### config.mk
export PLATFORM = sky130hd
export DESIGN_NAME = asrc_host
export DESIGN_NICKNAME = d
export VERILOG_FILES = /design/src/hw/asrc_host.v /design/src/hw/asrc_hold_cnt.v
export VERILOG_INCLUDE_DIRS = /design/src /design/src/hw
export SDC_FILE = /design/constraint.sdc
export NUM_CORES = 1
export LEC_CHECK = 0
export BUFFER_PORTS_ARGS = -buffer_cell sky130_fd_sc_hd__buf_4
export CAP_MARGIN = 20
export CELL_PAD_IN_SITES_DETAIL_PLACEMENT = 1
export CELL_PAD_IN_SITES_GLOBAL_PLACEMENT = 1
export CORE_ASPECT_RATIO = 1.75
export CORE_MARGIN = 2
export CORE_UTILIZATION = 39
export CTS_CLUSTER_DIAMETER = 150
export DETAILED_ROUTE_END_ITERATION = 10
export GPL_ROUTABILITY_DRIVEN = 0
export PLACE_DENSITY = 0.93
export SLEW_MARGIN = 0
export SYNTH_ARGS = -nofsm -noshare
export SYNTH_HDL_FRONTEND = slang
export SYNTH_HIERARCHICAL = 1
export SYNTH_SLANG_ARGS = --single-unit
export TNS_END_PERCENT = 1
### constraint.sdc
create_clock -name SYS_CLK -period 4.9 [get_ports SYS_CLK]
set_clock_uncertainty 0.15 [all_clocks]
set_input_delay 0.49 -clock SYS_CLK [delete_from_list [all_inputs] [get_ports SYS_CLK]]
set_output_delay 0.49 -clock SYS_CLK [all_outputs]
set_load 0.02 [all_outputs]
### src/hw/asrc_consts.vh
/*
  Constants for the asynchronous static memory host controller: geometry
  and timing of the memory pins. Assumes a 100 MHz system clock.
*/
`ifndef ASRC_CONSTS_VH
`define ASRC_CONSTS_VH

`define ASRC_ADDR_W        18
`define ASRC_DATA_W        16
`define ASRC_LANE_W        8
`define ASRC_WORDS         262144
`define ASRC_CLK_PERIOD_NS 10
// write timing in ns
`define ASRC_T_ADDR_WR_NS  8
`define ASRC_T_WP_OEH_NS   8
`define ASRC_T_WP_OEL_NS   10
`define ASRC_T_CS_WR_NS    8
`define ASRC_T_LANE_WR_NS  8
// read access (address access) in ns
`define ASRC_T_ACCESS_NS   10
// least times round up to whole cycles, never below one
`define ASRC_CYC_UP(ns) ((((ns) + `ASRC_CLK_PERIOD_NS - 1) / `ASRC_CLK_PERIOD_NS) < 1 ? 1 : \
  (((ns) + `ASRC_CLK_PERIOD_NS - 1) / `ASRC_CLK_PERIOD_NS))
`define ASRC_WP_CYC        (`ASRC_CYC_UP(`ASRC_T_WP_OEH_NS))
`define ASRC_ACC_CYC       (`ASRC_CYC_UP(`ASRC_T_ACCESS_NS) + 1)

`endif

### src/hw/asrc_host.v
/*
  Host controller for a 256K x 16 asynchronous static memory. Takes one
  read or write request at a time and sequences the memory pins from
  flip-flops. Assumes the memory is wired directly to the pins and that
  the board resolves the data lines from the output enable.
  Pin timing is counted in whole clock cycles, so a faster clock needs
  larger cycle counts in the constants header. A write request with no
  lane selected still strobes the memory but stores nothing.
*/
`timescale 1ns/1ps
`include "asrc_consts.vh"

// Summary of operation
// - write strobe low means write, high means read, while selected
// - lane selects gate low byte and high byte independently
// - write spans overlap of chip select and write strobe low
// - address held stable at least 8 ns before write end, oe high
// - write strobe low at least 8 ns with oe high, 10 with oe low
// - chip select low at least 8 ns before write end
// - lane selects low at least 8 ns before write end
// - read address valid no later than chip select going low
module asrc_host #(
  parameter ADDR_W = `ASRC_ADDR_W,
  parameter DATA_W = `ASRC_DATA_W
) (
  input  wire              SYS_CLK,
  input  wire              RESET,
  input  wire              REQ_VALID,
  input  wire              REQ_WRITE,
  input  wire [ADDR_W-1:0] REQ_ADDR,
  input  wire [DATA_W-1:0] REQ_WDATA,
  input  wire [1:0]        REQ_LANES,
  output reg               REQ_READY,
  output reg               RSP_VALID,
  output reg  [DATA_W-1:0] RSP_RDATA,
  output reg  [ADDR_W-1:0] WORD_ADDR,
  output reg               CHIP_SEL_N,
  output reg               WRITE_N,
  output reg               OUT_EN_N,
  output reg               LOW_LANE_SEL_N,
  output reg               HIGH_LANE_SEL_N,
  input  wire [DATA_W-1:0] DATA_LINES_IN,
  output reg  [DATA_W-1:0] DATA_LINES_OUT,
  output reg               DATA_LINES_OE
);
  localparam [2:0] ST_IDLE  = 3'h0;
  localparam [2:0] ST_WSET  = 3'h1;
  localparam [2:0] ST_WPUL  = 3'h2;
  localparam [2:0] ST_WEND  = 3'h3;
  localparam [2:0] ST_RSET  = 3'h4;
  localparam [2:0] ST_RACC  = 3'h5;
  localparam [3:0] WP_CYC   = `ASRC_WP_CYC;
  localparam [3:0] ACC_CYC  = `ASRC_ACC_CYC;
  localparam       LW       = `ASRC_LANE_W;

  reg  [2:0] state_ff;
  reg  [2:0] nxt_state;
  reg        cnt_load;
  reg  [3:0] cnt_val;
  wire       cnt_done;
  reg  [1:0] lanes_ff;
  wire       take;
  wire [DATA_W-1:0] lane_rdata;

  asrc_hold_cnt #(.W(4)) asrc_hold_cnt_inst (
    .SYS_CLK  (SYS_CLK),
    .RESET    (RESET),
    .load     (cnt_load),
    .load_val (cnt_val),
    .done     (cnt_done)
  );

  // a request is taken only on an edge where both sides agree
  assign take = REQ_VALID && REQ_READY;

  // unread lane reads back as zero
  genvar gi;
  generate
    for (gi = 0; gi < 2; gi = gi + 1) begin : g_lane
      assign lane_rdata[gi*LW +: LW] = lanes_ff[gi] ? DATA_LINES_IN[gi*LW +: LW] : {LW{1'b0}};
    end
  endgenerate

  always @* begin
    nxt_state = state_ff;
    cnt_load  = 1'b0;
    cnt_val   = 4'h0;
    case (state_ff)
      ST_IDLE: begin
        if (take) begin
          nxt_state = REQ_WRITE ? ST_WSET : ST_RSET;
        end
      end
      ST_WSET: begin
        nxt_state = ST_WPUL;
        cnt_load  = 1'b1;
        cnt_val   = WP_CYC - 4'h1;
      end
      ST_WPUL: begin
        if (cnt_done) begin
          nxt_state = ST_WEND;
        end
      end
      ST_WEND: begin
        nxt_state = ST_IDLE;
      end
      ST_RSET: begin
        nxt_state = ST_RACC;
        cnt_load  = 1'b1;
        cnt_val   = ACC_CYC - 4'h1;
      end
      ST_RACC: begin
        if (cnt_done) begin
          nxt_state = ST_IDLE;
        end
      end
      default: begin
        nxt_state = ST_IDLE;
      end
    endcase
  end

  always @(posedge SYS_CLK or posedge RESET) begin
    if (RESET) begin
      state_ff        <= ST_IDLE;
      REQ_READY       <= 1'b0;
      RSP_VALID       <= 1'b0;
      RSP_RDATA       <= {DATA_W{1'b0}};
      WORD_ADDR       <= {ADDR_W{1'b0}};
      CHIP_SEL_N      <= 1'b1;
      WRITE_N         <= 1'b1;
      OUT_EN_N        <= 1'b1;
      LOW_LANE_SEL_N  <= 1'b1;
      HIGH_LANE_SEL_N <= 1'b1;
      DATA_LINES_OUT  <= {DATA_W{1'b0}};
      DATA_LINES_OE   <= 1'b0;
      lanes_ff        <= 2'h0;
    end else begin
      state_ff  <= nxt_state;
      RSP_VALID <= 1'b0;
      // dropped in the take cycle so a request still held is not taken twice
      REQ_READY <= (nxt_state == ST_IDLE) && !(state_ff == ST_IDLE && take);
      case (state_ff)
        ST_IDLE: begin
          CHIP_SEL_N      <= 1'b1;
          WRITE_N         <= 1'b1;
          OUT_EN_N        <= 1'b1;
          LOW_LANE_SEL_N  <= 1'b1;
          HIGH_LANE_SEL_N <= 1'b1;
          DATA_LINES_OE   <= 1'b0;
          if (take) begin
            WORD_ADDR      <= REQ_ADDR;
            lanes_ff       <= REQ_LANES;
            DATA_LINES_OUT <= REQ_WDATA;
          end
        end
        ST_WSET: begin
          CHIP_SEL_N      <= 1'b0;
          LOW_LANE_SEL_N  <= ~lanes_ff[0];
          HIGH_LANE_SEL_N <= ~lanes_ff[1];
          WRITE_N         <= 1'b0;
          OUT_EN_N        <= 1'b1;
          // data goes out with the strobe; the whole pulse is its set-up time
          DATA_LINES_OE   <= 1'b1;
        end
        ST_WPUL: begin
          if (cnt_done) begin
            WRITE_N <= 1'b1;
          end
        end
        ST_WEND: begin
          // data held one cycle past strobe rise for hold margin
          CHIP_SEL_N      <= 1'b1;
          LOW_LANE_SEL_N  <= 1'b1;
          HIGH_LANE_SEL_N <= 1'b1;
          DATA_LINES_OE   <= 1'b0;
        end
        ST_RSET: begin
          CHIP_SEL_N      <= 1'b0;
          WRITE_N         <= 1'b1;
          // memory drives only with oe low
          OUT_EN_N        <= 1'b0;
          LOW_LANE_SEL_N  <= ~lanes_ff[0];
          HIGH_LANE_SEL_N <= ~lanes_ff[1];
        end
        ST_RACC: begin
          if (cnt_done) begin
            // sampled two cycles after select went low, one cycle past the access time
            RSP_RDATA       <= lane_rdata;
            RSP_VALID       <= 1'b1;
            CHIP_SEL_N      <= 1'b1;
            OUT_EN_N        <= 1'b1;
            LOW_LANE_SEL_N  <= 1'b1;
            HIGH_LANE_SEL_N <= 1'b1;
          end
        end
        default: begin
          // an unknown state parks every pin deselected
          CHIP_SEL_N      <= 1'b1;
          WRITE_N         <= 1'b1;
          OUT_EN_N        <= 1'b1;
          LOW_LANE_SEL_N  <= 1'b1;
          HIGH_LANE_SEL_N <= 1'b1;
          DATA_LINES_OE   <= 1'b0;
        end
      endcase
    end
  end
endmodule // asrc_host

### src/hw/asrc_hold_cnt.v
/*
  Down counter that holds a phase of the memory cycle for a number of
  clock cycles. Assumes a synchronous load and one clock.
*/
`timescale 1ns/1ps
module asrc_hold_cnt #(
  parameter W = 4
) (
  input  wire         SYS_CLK,
  input  wire         RESET,
  input  wire         load,
  input  wire [W-1:0] load_val,
  output wire         done
);
  reg [W-1:0] cnt_ff;
  reg [W-1:0] nxt_cnt;

  always @* begin
    nxt_cnt = cnt_ff;
    if (load) begin
      nxt_cnt = load_val;
    end else if (cnt_ff != {W{1'b0}}) begin
      nxt_cnt = cnt_ff - {{(W-1){1'b0}}, 1'b1};
    end
  end

  always @(posedge SYS_CLK or posedge RESET) begin
    if (RESET) begin
      cnt_ff <= {W{1'b0}};
    end else begin
      cnt_ff <= nxt_cnt;
    end
  end

  assign done = (cnt_ff == {W{1'b0}});
endmodule // asrc_hold_cnt

==> results.cfg <==
[timing]
maxSlewHeadroom_pct = 46.6
setup_viol = 0
period_needed_ns = 2.35
slew_viol_final = 0
rsz0062_at_grt = no
finalCritPeriodShare_pct = 47.9
hold_viol_final = 0
fmax_mhz = 426
worst_pin_slew_ns = 0.800
hold_ws_ns = 0.240
tns_ns = 0

[die]
ioPinCount = 114
die_w_microns = 68.0
core_area_sq_um = 6910
fp.dieH_microns = 116
dieArea_sq_um = 7880
initial_core_util_pct = 40.5
num_rows = 40

[placement]
hpwlAfterDp_microns = 5290
place.port_buffers = 113

[final_layout]
area_growth_pct = 42.6
fillers = 744
multi_input_area_sq_um = 1010
drive_above_1_share_pct = 51.6
seq_area_sq_um = 1680
antenna-diode-count = 0
nNetsFinal = 397

[global_routing]
overflow = 0
grt_usage_pct = 20.0
grt_pass1_vias = 2310
grt_pass1_wl_microns = 11200
antenna_found_initial = 0
grt_max_degree = 64

[clock_tree]
path_clk_slew_ns = 0.05
root_buffer = clkbuf_16
clk_latency_ns = 0.33
clockBufferDepth = 2
cts_max_level = 3
cts_made_buffers = 9
post_cts_buffers = 0
ctsResizeCount = 0
cts_tree = yes
cts_sinks = 67

[yosys]
syn-instance-count = 224
synth_edf_count = 0
yosysWarnings = 6
ys_seq_area_share_pct = 60.2
synth.cell_area_sq_um = 2790
synthArstFlopShare_pct = 100
synthFlopType = dfrtp_1
synth_seq_cells = 67
synth.distinct_cells = 36
avgSynthCellArea_sq_um = 12.5

[min_path]
hold_class = primary input to flip-flop
min_from = REQ_LANES[0]
hold_end = lanes_ff[0]
min_path_cells = 2

[power]
power_frac_seq_pct = 35.6
power_frac_clock_pct = 21.0
cell_internal_pwr_w = 0.00186
leakage_nw = 1.93
power.density_nw_per_um2 = 738
p_sw_w = 0.00108
p_sw_share_pct = 36.7
p_comb_share_pct = 43.4
ir_worst_vdd_mv = 0.411

[route]
wl_met1_microns = 2410
dr.pass1.iters = 3
wl_per_cell_microns = 17.3
dr_total_vias = 2125
routed_wl_microns = 7400
viasPerCell = 4.98
drt_iter0_markers = 124
wl_met3_microns = 413
routed.top_layer = met4
dr_wl_met2_microns = 4400
drc_errors = 0
antenna_left = 0

[critical_path]
reg2reg_depth = 6
start_kind = flip-flop
reg2reg_setup_slack_ns = 2.55
cp-end-kind = flip-flop
reg2reg_to = RSP_RDATA[1]
cp.required_ns = 4.97
r2r-start = asrc_hold_cnt_inst/cnt_ff[0]
arrival_ns = 2.42
crit_type = flip-flop to flip-flop
crit_fanout = 25

[status]
status = finished, final reports clean

[run]
max-cap-violations = 0
-- cell families after synthesis --
kind of cell / Yosys count / synth area share (%)
XOR/XNOR: 3 / 0.941
other: 1 / 0.134
adder cells (fa/ha/maj): 1 / 0.448
multiplexers: 39 / 16.6
AO/OA/AOI/OAI: 34 / 7.08
AND/OR/NAND/NOR: 59 / 10.6
flip-flops: 67 / 60.2
buffers and inverters: 20 / 3.99
-- flip-flops by register name, indices dropped and copies added (netlist names) --
signal and flops:
lanes_ff 2, RSP_VALID 1, asrc_hold_cnt_inst/cnt_ff 4, WRITE_N 1, REQ_READY 1, CHIP_SEL_N 1, OUT_EN_N 1, LOW_LANE_SEL_N 1
RSP_RDATA 16, state_ff 3, DATA_LINES_OUT 16, WORD_ADDR 18, HIGH_LANE_SEL_N 1, DATA_LINES_OE 1
-- worst max-delay path, cell delays in order (launching register included) --
cell      delay (ns)
dfrtp_1         0.38
inv_1           0.10
ha_1            0.22
nor3b_4         0.41
nand4b_1        0.42
buf_8           0.31
o21ai_0         0.25
-- how the worst max path moves through the flow --
stage,startpoint,endpoint,cells past startpoint
after floorplan,RESET,DATA_LINES_OE,1
after global placement,asrc_hold_cnt_inst/cnt_ff[0],RSP_RDATA[9],6
after detailed placement,asrc_hold_cnt_inst/cnt_ff[0],RSP_RDATA[12],6
after CTS,asrc_hold_cnt_inst/cnt_ff[0],RSP_RDATA[1],6
after global routing,asrc_hold_cnt_inst/cnt_ff[0],RSP_RDATA[1],6
final,asrc_hold_cnt_inst/cnt_ff[0],RSP_RDATA[1],6
-- per-stage QoR --
step | util (%) | setup slack (ns) | std cells | total power [W] | cell area, sq um
final | 57.7 | 2.55 | 427 | 0.00294 | 3990
after detailed placement | 53.2 | 1.98 | 411 | 0.00234 | 3680
after global routing | 57.7 | 2.43 | 427 | 0.00311 | 3990
after floorplan | - | 2.70 | 226 | 0.00181 | 2800
after CTS | 57.5 | 1.93 | 426 | 0.00298 | 3970
after global placement | 53.2 | 2.34 | 411 | 0.00227 | 3680
-- Yosys cell counts, types with 2 or more instances --
master | instances | area, sq um
nor3_1 | 2 | 10.0
nor2b_1 | 2 | 12.5
dfrtp_1 | 62 | 1550
buf_1 | 2 | 7.51
mux2_4 | 7 | 105
nand2_1 | 38 | 143
a221o_1 | 2 | 20.0
a21oi_1 | 8 | 40.0
mux2_2 | 31 | 349
xnor2_1 | 2 | 17.5
o21ai_0 | 19 | 95.1
a22o_1 | 2 | 17.5
dfstp_2 | 5 | 131
nor2_1 | 6 | 22.5
buf_4 | 3 | 22.5
nand2b_1 | 2 | 12.5
clkbuf_1 | 5 | 18.8
inv_1 | 7 | 26.3
or3b_2 | 2 | 17.5
-- cell type report --
cell class,count,area share [%]
Tap cell,84,2.64
Multi-Input combinational cell,139,25.3
Clock buffer,11,6.09
Timing Repair Buffer,116,22.1
Sequential cell,67,42.2
Inverter,7,0.659
Clock inverter,3,1.00
-- power by group through the flow --
stage	combinational (W)	sequential, W	clock [W]
final	0.00128	0.00105	0.000618
after global routing	0.00137	0.00108	0.000658
after CTS	0.00130	0.00105	0.000636
after detailed placement	0.00129	0.00105	0
after global placement	0.00124	0.00103	0
after floorplan	0.000561	0.00125	0
-- placed cells by master (no fill, tap or decap), types with 2 or more instances in the layout --
cell type,synthesis,final
a21oi_1,8,8
a221o_1,2,2
a22o_1,2,2
buf_4,3,114
clkbuf_16,0,9
clkinv_2,0,2
conb_1,1,3
dfrtp_1,62,62
dfstp_2,5,5
inv_1,7,6
mux2_2,31,31
mux2_4,7,7
nand2_1,38,38
nand2b_1,2,2
nor2_1,6,6
nor2b_1,2,2
nor3_1,2,2
o21ai_0,19,19
or3b_2,2,2
xnor2_1,2,2
-- what timing repair did --
| action | CTS | global route |
|---|---|---|
| endpoints found under the setup margin | 0 | 0 |
| hold buffers | 1 | 0 |
| hold endpoints to repair | 4 | 0 |
-- layer usage --
metal  vias to the layer above  global-route usage [%]
met5                         -                       0
li1                        987                       -
met3                        16                    6.41
met4                         0                    9.07
met1                      1057                    19.3
met2                        65                    36.9
(Power assumes the default switching activity.)
